## src/pkg/pwmtb_pkg.sv

```systemverilog
// pwmtb_pkg: register map, field positions, encodings and carrier types of the timer base counter.
// assumes a plain register port with 4-bit word index and 16-bit data.
package pwmtb_pkg;
    localparam int unsigned ADDR_W = 4;
    localparam int unsigned DATA_W = 16;
    localparam int unsigned NCMP   = 3;

    // register word indices
    localparam logic [3:0] REG_CONTROL_FIRST  = 4'h0;
    localparam logic [3:0] REG_CONTROL_SECOND = 4'h1;
    localparam logic [3:0] REG_CONTROL_FIFTH  = 4'h2;
    localparam logic [3:0] REG_CONTROL_SIXTH  = 4'h3;
    localparam logic [3:0] REG_EVENT_CONTROL  = 4'h4;
    localparam logic [3:0] REG_STATUS         = 4'h5;
    localparam logic [3:0] REG_COUNTER        = 4'h6;
    localparam logic [3:0] REG_PERIOD         = 4'h7;
    localparam logic [3:0] REG_COMPARE0       = 4'h8;
    localparam logic [3:0] REG_PERIOD_STAGING = 4'hb;
    localparam logic [3:0] REG_COMPARE_STG0   = 4'hc;

    // field positions
    localparam int unsigned F_ENABLE      = 0;
    localparam int unsigned F_PRESCALE_LO = 1;
    localparam int unsigned F_UPD_FLOOR   = 0;
    localparam int unsigned F_SPLIT       = 1;
    localparam int unsigned F_DIR_DOWN    = 0;
    localparam int unsigned F_LOCK        = 1;
    localparam int unsigned F_CNT_EVT_EN  = 0;
    localparam int unsigned F_EVT_ACT_LO  = 1;

    localparam logic [15:0] RESET_VALUE = 16'h0000;
    localparam logic [15:0] COUNT_FLOOR = 16'h0000;
    localparam logic [7:0]  FLOOR_BYTE  = 8'h00;
    localparam int unsigned PRE_W       = 10;

    // event actions when the count event input is enabled
    localparam logic [1:0] EVT_ACT_COUNT   = 2'h0;
    localparam logic [1:0] EVT_ACT_DIR     = 2'h1;
    localparam logic [1:0] EVT_ACT_RESTART = 2'h2;

    typedef enum logic [1:0] {
        ST_HALT = 2'b01,
        ST_RUN  = 2'b10
    } pwmtb_state_t;

    typedef struct packed {
        logic       top;
        logic       floor;
        logic [5:0] match;
    } pwmtb_hit_t;

    // prescaler mask: tick when the masked prescale count is all ones
    function automatic logic [9:0] pwmtb_pre_mask(input logic [2:0] sel);
        case (sel)
            3'h0:    return 10'h000;
            3'h1:    return 10'h001;
            3'h2:    return 10'h003;
            3'h3:    return 10'h007;
            3'h4:    return 10'h00f;
            3'h5:    return 10'h03f;
            3'h6:    return 10'h0ff;
            default: return 10'h3ff;
        endcase
    endfunction
endpackage

```

## src/rtl/pwmtb_base_counter.sv

```systemverilog
// pwmtb_base_counter: base counter, period and three compare channels with staging registers.
// assumes register strobes and event input synchronous to clk_sys; strobes never both high.
//
// The address-and-strobe port and the register offsets are this design's own decisions.
`timescale 1ns/1ps
`default_nettype none

module pwmtb_base_counter (
    input  wire logic               clk_sys,
    input  wire logic               rst_n,
    input  wire logic [3:0]         reg_addr,
    input  wire logic [15:0]        reg_wdata,
    input  wire logic               reg_wr,
    input  wire logic               reg_rd,
    output logic [15:0]             reg_rdata,
    input  wire logic               event_in,
    output pwmtb_pkg::pwmtb_hit_t   hit_pulse,
    output logic [5:0]              waveform_out_n,
    output logic                    counting
);
    pwmtb_pkg::pwmtb_state_t state_reg;
    logic [2:0]   prescale_select;
    logic         enable_reg;
    logic         upd_floor_reg;
    logic         split_reg;
    logic         dir_down_reg;
    logic         lock_transfer;
    logic         count_event_input_enable;
    logic [1:0]   evt_action_reg;
    logic [15:0]  counter_reg;
    logic [15:0]  counter_next;
    logic [15:0]  period_reg;
    logic [15:0]  period_staging;
    logic [2:0][15:0] compare_value_n;
    logic [2:0][15:0] compare_staging_n;
    logic         period_staging_valid;
    logic [2:0]   compare_staging_valid_n;
    logic [9:0]   pre_cnt_reg;
    logic         evt_prev_reg;
    logic         evt_edge;
    logic         pre_tick;
    logic         timer_tick;
    logic         restart;
    logic         dir_eff;
    logic         top_hit;
    logic         floor_hit;
    logic         hi_floor_hit;
    logic [5:0]   match_now;
    logic         update_now;
    logic         wr_cnt;
    logic         wr_per_stg;
    logic [2:0]   wr_cmp;
    logic [2:0]   wr_cmp_stg;
    logic [15:0]  rdata_next;

    assign wr_cnt     = reg_wr && (reg_addr == pwmtb_pkg::REG_COUNTER);
    assign wr_per_stg = reg_wr && (reg_addr == pwmtb_pkg::REG_PERIOD_STAGING);

    genvar g;
    generate
        for (g = 0; g < 3; g++)
        begin : g_dec
            assign wr_cmp[g]     = reg_wr && (reg_addr == pwmtb_pkg::REG_COMPARE0 + 4'(g));
            assign wr_cmp_stg[g] = reg_wr && (reg_addr == pwmtb_pkg::REG_COMPARE_STG0 + 4'(g));
            // low half channels in split use the low byte, 16-bit mode uses the whole word
            assign match_now[g] = split_reg ? (counter_reg[7:0] == compare_value_n[g][7:0])
                                            : (counter_reg == compare_value_n[g]);
            assign match_now[g+3] = split_reg && (counter_reg[15:8] == compare_value_n[g][15:8]);
        end
    endgenerate

    // tick source and event handling
    assign evt_edge = event_in && !evt_prev_reg;
    assign pre_tick = (state_reg == pwmtb_pkg::ST_RUN)
                      && ((pre_cnt_reg & pwmtb_pkg::pwmtb_pre_mask(prescale_select))
                          == pwmtb_pkg::pwmtb_pre_mask(prescale_select));
    always_comb
    begin
        timer_tick = pre_tick;
        restart    = 1'b0;
        dir_eff    = dir_down_reg;
        if (count_event_input_enable)
        begin
            case (evt_action_reg)
                pwmtb_pkg::EVT_ACT_COUNT:   timer_tick = (state_reg == pwmtb_pkg::ST_RUN) && evt_edge;
                pwmtb_pkg::EVT_ACT_DIR:     dir_eff = dir_down_reg ^ event_in;
                pwmtb_pkg::EVT_ACT_RESTART: restart = (state_reg == pwmtb_pkg::ST_RUN) && evt_edge;
                default:                    timer_tick = pre_tick;
            endcase
        end
    end

    // top is the period in 16-bit mode, the highest value of the sequence, and a zero low byte in split; all ones is just a period of max
    assign top_hit      = split_reg ? (counter_reg[7:0] == pwmtb_pkg::FLOOR_BYTE)
                                    : (counter_reg == period_reg);
    assign floor_hit    = split_reg ? (counter_reg[7:0] == pwmtb_pkg::FLOOR_BYTE)
                                    : (counter_reg == pwmtb_pkg::COUNT_FLOOR);
    assign hi_floor_hit = split_reg && (counter_reg[15:8] == pwmtb_pkg::FLOOR_BYTE);
    assign update_now   = timer_tick && !lock_transfer && !split_reg
                          && (upd_floor_reg ? floor_hit : top_hit);

    always_comb
    begin
        counter_next = counter_reg;
        if (restart)
        begin
            counter_next = dir_eff ? period_reg : pwmtb_pkg::COUNT_FLOOR;
        end
        else if (timer_tick)
        begin
            if (split_reg)
            begin
                // split halves only count down and reload from their period byte
                counter_next[7:0]  = (counter_reg[7:0] == pwmtb_pkg::FLOOR_BYTE)
                                     ? period_reg[7:0] : counter_reg[7:0] - 8'h01;
                counter_next[15:8] = (counter_reg[15:8] == pwmtb_pkg::FLOOR_BYTE)
                                     ? period_reg[15:8] : counter_reg[15:8] - 8'h01;
            end
            else if (dir_eff)
            begin
                counter_next = floor_hit ? period_reg : counter_reg - 16'h0001;
            end
            else
            begin
                counter_next = top_hit ? pwmtb_pkg::COUNT_FLOOR : counter_reg + 16'h0001;
            end
        end
        if (wr_cnt)
        begin
            counter_next = reg_wdata;
        end
    end

    always_ff @(posedge clk_sys)
    begin
        if (!rst_n)
        begin
            counter_reg <= pwmtb_pkg::RESET_VALUE;
        end
        else
        begin
            counter_reg <= counter_next;
        end
    end

    // run state follows the enable control
    always_ff @(posedge clk_sys)
    begin
        if (!rst_n)
        begin
            state_reg <= pwmtb_pkg::ST_HALT;
        end
        else
        begin
            case (state_reg)
                pwmtb_pkg::ST_HALT: if (enable_reg) state_reg <= pwmtb_pkg::ST_RUN;
                pwmtb_pkg::ST_RUN:  if (!enable_reg) state_reg <= pwmtb_pkg::ST_HALT;
                default:            state_reg <= pwmtb_pkg::ST_HALT;
            endcase
        end
    end

    // prescaler restarts from zero while halted so the first period is whole
    always_ff @(posedge clk_sys)
    begin
        if (!rst_n)
        begin
            pre_cnt_reg  <= 10'h000;
            evt_prev_reg <= 1'b0;
        end
        else
        begin
            pre_cnt_reg  <= (state_reg == pwmtb_pkg::ST_RUN) ? pre_cnt_reg + 10'h001 : 10'h000;
            evt_prev_reg <= event_in;
        end
    end

    // control registers
    always_ff @(posedge clk_sys)
    begin
        if (!rst_n)
        begin
            enable_reg               <= 1'b0;
            prescale_select          <= 3'h0;
            upd_floor_reg            <= 1'b0;
            split_reg                <= 1'b0;
            dir_down_reg             <= 1'b0;
            lock_transfer            <= 1'b0;
            count_event_input_enable <= 1'b0;
            evt_action_reg           <= 2'h0;
        end
        else if (reg_wr)
        begin
            case (reg_addr)
                pwmtb_pkg::REG_CONTROL_FIRST:
                begin
                    enable_reg      <= reg_wdata[pwmtb_pkg::F_ENABLE];
                    prescale_select <= reg_wdata[pwmtb_pkg::F_PRESCALE_LO +: 3];
                end
                pwmtb_pkg::REG_CONTROL_SECOND:
                begin
                    upd_floor_reg <= reg_wdata[pwmtb_pkg::F_UPD_FLOOR];
                    split_reg     <= reg_wdata[pwmtb_pkg::F_SPLIT];
                end
                pwmtb_pkg::REG_CONTROL_FIFTH:
                begin
                    dir_down_reg  <= reg_wdata[pwmtb_pkg::F_DIR_DOWN];
                    lock_transfer <= reg_wdata[pwmtb_pkg::F_LOCK];
                end
                pwmtb_pkg::REG_EVENT_CONTROL:
                begin
                    count_event_input_enable <= reg_wdata[pwmtb_pkg::F_CNT_EVT_EN];
                    evt_action_reg           <= reg_wdata[pwmtb_pkg::F_EVT_ACT_LO +: 2];
                end
                default:
                begin
                end
            endcase
        end
    end

    // period and staging; a staging write in the update cycle keeps its valid flag
    always_ff @(posedge clk_sys)
    begin
        if (!rst_n)
        begin
            period_reg           <= pwmtb_pkg::RESET_VALUE;
            period_staging       <= pwmtb_pkg::RESET_VALUE;
            period_staging_valid <= 1'b0;
        end
        else
        begin
            if (reg_wr && (reg_addr == pwmtb_pkg::REG_PERIOD))
            begin
                period_reg <= reg_wdata;
            end
            else if (update_now && period_staging_valid)
            begin
                period_reg <= period_staging;
            end
            if (wr_per_stg)
            begin
                period_staging       <= reg_wdata;
                period_staging_valid <= 1'b1;
            end
            else if (update_now)
            begin
                period_staging_valid <= 1'b0;
            end
        end
    end

    always_ff @(posedge clk_sys)
    begin
        if (!rst_n)
        begin
            compare_value_n         <= '0;
            compare_staging_n       <= '0;
            compare_staging_valid_n <= 3'h0;
        end
        else
        begin
            for (int n = 0; n < 3; n++)
            begin
                if (wr_cmp[n])
                begin
                    compare_value_n[n] <= reg_wdata;
                end
                else if (update_now && compare_staging_valid_n[n])
                begin
                    compare_value_n[n] <= compare_staging_n[n];
                end
                if (wr_cmp_stg[n])
                begin
                    compare_staging_n[n]       <= reg_wdata;
                    compare_staging_valid_n[n] <= 1'b1;
                end
                else if (update_now)
                begin
                    compare_staging_valid_n[n] <= 1'b0;
                end
            end
        end
    end

    // hits seen at a tick are pulsed for one cycle right after it, from the value the counter held at that tick
    always_ff @(posedge clk_sys)
    begin
        if (!rst_n)
        begin
            hit_pulse <= '0;
        end
        else if (timer_tick)
        begin
            hit_pulse.top   <= top_hit;
            hit_pulse.floor <= split_reg ? hi_floor_hit : floor_hit;
            hit_pulse.match <= match_now;
        end
        else
        begin
            hit_pulse <= '0;
        end
    end

    // single-slope style output: set at floor, cleared on match; match wins so compare at floor stays low
    always_ff @(posedge clk_sys)
    begin
        if (!rst_n)
        begin
            waveform_out_n <= 6'h00;
        end
        else if (timer_tick)
        begin
            for (int n = 0; n < 6; n++)
            begin
                if (match_now[n])
                begin
                    waveform_out_n[n] <= 1'b0;
                end
                else if ((n < 3) ? floor_hit : hi_floor_hit)
                begin
                    waveform_out_n[n] <= 1'b1;
                end
            end
        end
    end

    always_comb
    begin
        rdata_next = 16'h0000;
        case (reg_addr)
            pwmtb_pkg::REG_CONTROL_FIRST:  rdata_next = {12'h000, prescale_select, enable_reg};
            pwmtb_pkg::REG_CONTROL_SECOND: rdata_next = {14'h0000, split_reg, upd_floor_reg};
            pwmtb_pkg::REG_CONTROL_FIFTH:  rdata_next = {14'h0000, lock_transfer, dir_down_reg};
            pwmtb_pkg::REG_CONTROL_SIXTH:  rdata_next = {12'h000, compare_staging_valid_n, period_staging_valid};
            pwmtb_pkg::REG_EVENT_CONTROL:  rdata_next = {13'h0000, evt_action_reg, count_event_input_enable};
            pwmtb_pkg::REG_STATUS:         rdata_next = {6'h00, match_now, floor_hit, top_hit, dir_eff,
                                                         (state_reg == pwmtb_pkg::ST_RUN)};
            pwmtb_pkg::REG_COUNTER:        rdata_next = counter_reg;
            pwmtb_pkg::REG_PERIOD:         rdata_next = period_reg;
            4'h8:                          rdata_next = compare_value_n[0];
            4'h9:                          rdata_next = compare_value_n[1];
            4'ha:                          rdata_next = compare_value_n[2];
            pwmtb_pkg::REG_PERIOD_STAGING: rdata_next = period_staging;
            4'hc:                          rdata_next = compare_staging_n[0];
            4'hd:                          rdata_next = compare_staging_n[1];
            4'he:                          rdata_next = compare_staging_n[2];
            default:                       rdata_next = 16'h0000;
        endcase
    end

    // read data stand only in the cycle after the strobe
    always_ff @(posedge clk_sys)
    begin
        if (!rst_n)
        begin
            reg_rdata <= 16'h0000;
            counting  <= 1'b0;
        end
        else
        begin
            reg_rdata <= reg_rd ? rdata_next : 16'h0000;
            counting  <= (state_reg == pwmtb_pkg::ST_RUN);
        end
    end
endmodule // pwmtb_base_counter

`default_nettype wire

```

## config.mk

```make
export PLATFORM = sky130hd
export DESIGN_NAME = pwmtb_base_counter
export DESIGN_NICKNAME = d
export VERILOG_FILES = /design/src/pkg/pwmtb_pkg.sv /design/src/rtl/pwmtb_base_counter.sv
export SDC_FILE = /design/constraint.sdc
export NUM_CORES = 1
export LEC_CHECK = 0
export ABC_AREA = 1
export ABC_CLOCK_PERIOD_IN_PS = 4100
export BUFFER_PORTS_ARGS = -buffer_cell sky130_fd_sc_hd__buf_2
export CELL_PAD_IN_SITES_DETAIL_PLACEMENT = 0
export CELL_PAD_IN_SITES_GLOBAL_PLACEMENT = 1
export CORE_MARGIN = 4
export CORE_UTILIZATION = 41
export DETAILED_ROUTE_END_ITERATION = 10
export PLACE_DENSITY = 0.79
export SYNTH_ARGS = -nofsm -noshare
export SYNTH_HDL_FRONTEND = slang
export SYNTH_SLANG_ARGS = --single-unit
```

## constraint.sdc

```tcl
create_clock -name clk_sys -period 4.1 [get_ports clk_sys]
set_input_delay 0.615 -clock clk_sys [delete_from_list [all_inputs] [get_ports clk_sys]]
set_output_delay 0.615 -clock clk_sys [all_outputs]
set_load 0.05 [all_outputs]
```

==> impl_metrics.py <==
metrics = {
    "timing": {
        "finalHoldViolCount": 0,
        "rsz0062_at_grt": "no",
        "period_share": 0.6938,
        "drv_slew": 0,
        "fin_skew_ns": 0.02010,
        "period_needed_ns": 2.845,
        "tns_ns": 0,
        "fmax_mhz": 351.6,
        "relSlewSlack": 0.3073,
        "setup_viol": 0,
        "whs_ns": 0.3048,
        "tightest_slew_ns": 1.039,
    },
    "power": {
        "ir_worst_vdd_v": 0.0002897,
        "p_leak_nw": 5.874,
        "p_per_area_nw_per_um2": 372.2,
    },
    "synthesis": {
        "synth_area_um2": 12090,
        "synth.distinct_cells": 50,
        "synth_top_area_share": 0.3362,
        "yosysMostFrequentCell": "nand2_1",
        "ys_seq_area_frac": 0.3362,
        "synth_largest_area_cell": "dfxtp_1",
        "synth_ff_type": "dfxtp_1",
        "async_flop_share": 0,
        "synthTopCellsByArea": "dfxtp_1 (34%), nand2_1 (13%), o21ai_0 (7.4%)",
        "synthCells": 1868,
        "synth_edf_count": 0,
        "avgSynthCellArea_um2": 6.471,
        "synth_common_cells": "nand2_1 (434), dfxtp_1 (203), inv_1 (198)",
        "ys_warn_count": 0,
        "synthesis.nets": 1898,
        "synth-seq-cells": 203,
    },
    "final_layout": {
        "multi_input_area_um2": 6693,
        "utilization": 0.4682,
        "regArea_um2": 4064,
        "area_delta_synth_final_pct": 11.78,
        "drive_gt1_frac": 0.1187,
        "fin_area_um2": 13510,
        "num_antenna_cells": 0,
        "nNetsFinal": 1914,
        "largestRegisters": "compare_staging_n (48), compare_value_n (48)",
        "fill_cells": 3082,
    },
    "drt": {
        "drt_iter0_drc": 1455,
        "firstDrtPassIters": 6,
        "viasPerCell": 5.544,
        "wl_mm": 45.78,
        "vias": 12684,
        "drc_errors": 0,
        "drtAntennaViolNets": 0,
        "wl_per_cell_um": 20.01,
    },
    "clocking": {
        "postCtsSetupBuffers": 0,
        "clock_path_buffers": 3,
        "cts_tree": "done",
        "ctsHoldBuffers": 0,
        "worstSkewPairLatency_ns": 0.55,
        "numCtsBuffers": 26,
        "clkTransAtPathRegs_ns": 0.06,
        "post_cts_resized": 0,
        "clock_sinks": 203,
        "cts_root_buffer": "clkbuf_16",
        "htreeDepth": 1,
    },
    "global_routing": {
        "groute.usage.overall": 0.2706,
        "grt_max_degree": 92,
        "antenna_found_initial": 1,
        "grt_pass1_vias": 11547,
        "grt_pass1_wl_mm": 70.16,
        "grt_remaining_overflow": 0,
    },
    "run": {
        "cap_violations": 0,
    },
    "worst_hold_path": {
        "min_path_type": "input port to register",
        "whs_path_depth": 3,
        "holdPathEnd": "evt_prev_reg$_SDFF_PN0_",
        "min_from": "event_in",
    },
    "floorplanning": {
        "die_w_um": 179.7,
        "dieArea_um2": 32290,
        "core_area_um2": 28860,
        "io_pins": 56,
        "die_y_um": 179.7,
        "fp-row-count": 62,
        "start_util": 0.4189,
    },
    "placed_design": {
        "port_buffers": 55,
        "place.gp.congestion": 0.9794,
        "dp_hpwl_mm": 33.33,
        "place_area_um2": 12600,
    },
    "setup_path": {
        "rr_endpoint": "counter_reg[4]$_SDFFE_PN0P_",
        "crit_arrival_ns": 3.32,
        "crit_fanout": 15,
        "critical_path.startpoint_type": "register",
        "path_common_cell": "nand2_1",
        "worst_path_largest_cell_delay_ns": 0.71,
        "criticalPathCategory": "register to register",
        "cp_data_required_time_ns": 4.58,
        "worstSetupEndpointType": "register",
        "cp_num_buf_inv": 1,
        "cp_top_family": "simple AND/OR/NAND/NOR gates",
        "reg2reg_slack_ns": 1.26,
        "r2r.worst_path.cells": 12,
        "timing.rr.start": "counter_reg[5]$_SDFFE_PN0P_",
        "slowest_stage": "dfxtp_1",
        "path_cells": "inv_1 > nand4_1 > nor2_2 > nand2_1 > nand2_1 > nor2_1 > o21ai_0 > nand2_1 > nand2_1 > nand2_1 > nand2_1 > a21oi_1",
    },
    "status": {
        "outcome": "finished clean",
    },
}
metrics by stage:
stage | power [mW] | setup slack (ns) | std cells
after global placement | 2.628 | 0.9482 | 2240
final | 5.029 | 1.255 | 2288
after CTS | 5.046 | 1.324 | 2288
after global routing | 5.185 | 1.056 | 2288
after floorplan | 2.430 | 1.942 | 1868
after detailed placement | 2.625 | 0.8795 | 2240
placed cells by master (no fill, tap or decap), drive strengths merged, types with 5 or more instances in the layout:
cell type / instances
nand4: 29
o22ai: 40
nor4: 8
clkbuf: 34
a211oi: 8
xnor2: 23
a31oi: 12
buf: 88
xor2: 23
clkinv: 9
dfxtp: 203
nor2: 233
nand2: 443
nand3b: 19
a221oi: 7
o211ai: 7
nand3: 99
inv: 220
ha: 5
o21ai: 185
a21oi: 159
nor3: 15
per-layer routing:
layer,track usage,share of wire,vias up
met5,0,0,-
met2,0.3970,0.41,634
met4,0.07193,0.029,0
li1,-,-,6131
met1,0.4145,0.47,5831
met3,0.03800,0.093,88
cells by family after synthesis:
family / count (synthesis) / synth area share
adder cells (fa/ha/maj): 5 / 0.005175
flip-flops: 203 / 0.3362
AO/OA/AOI/OAI: 438 / 0.1986
buffers and inverters: 323 / 0.1101
AND/OR/NAND/NOR: 853 / 0.3165
XOR/XNOR: 46 / 0.03333
power by group:
part / leakage [nW] / internal, mW / switching (mW)
logic: 3.80 / 0.151 / 0.403
registers: 1.64 / 2.01 / 0.0365
clock network: 0.437 / 1.49 / 0.940
total: 5.87 / 3.65 / 1.38
how the worst max path moves through the flow:
| stage | startpoint | endpoint | slack [ns] | depth (start not counted) |
|---|---|---|---|---|
| 3_3_place_gp | reg_addr[1] | compare_staging_n[37]$_SDFFE_PN0P_ | 0.95 | 8 |
| 4_1_cts | counter_reg[9]$_SDFFE_PN0P_ | compare_value_n[10]$_SDFFE_PN0P_ | 1.32 | 14 |
| 2_1_floorplan | counter_reg[0]$_SDFFE_PN0P_ | compare_value_n[26]$_SDFFE_PN0P_ | 1.94 | 15 |
| 6_report | counter_reg[5]$_SDFFE_PN0P_ | counter_reg[4]$_SDFFE_PN0P_ | 1.26 | 12 |
| 5_1_grt | counter_reg[5]$_SDFFE_PN0P_ | compare_value_n[2]$_SDFFE_PN0P_ | 1.06 | 15 |
| 3_5_place_dp | reg_addr[1] | compare_staging_n[35]$_SDFFE_PN0P_ | 0.88 | 8 |
layout make-up:
cell class              instances  share of cell area
clock buffers                  34             0.05334
clock inverters                14             0.01417
inverters                     223             0.06195
multi-input cells            1342              0.4953
flip-flops and latches        203              0.3008
well taps                     384             0.03556
repair buffers                 88             0.03889
tightest hold or removal path, delay by kind of cell:
kind / cells / cell delay [ns]
buffers and inverters: 2 / 0.16
AND/OR/NAND/NOR: 1 / 0.05
Power figures use the tool's default switching activity.
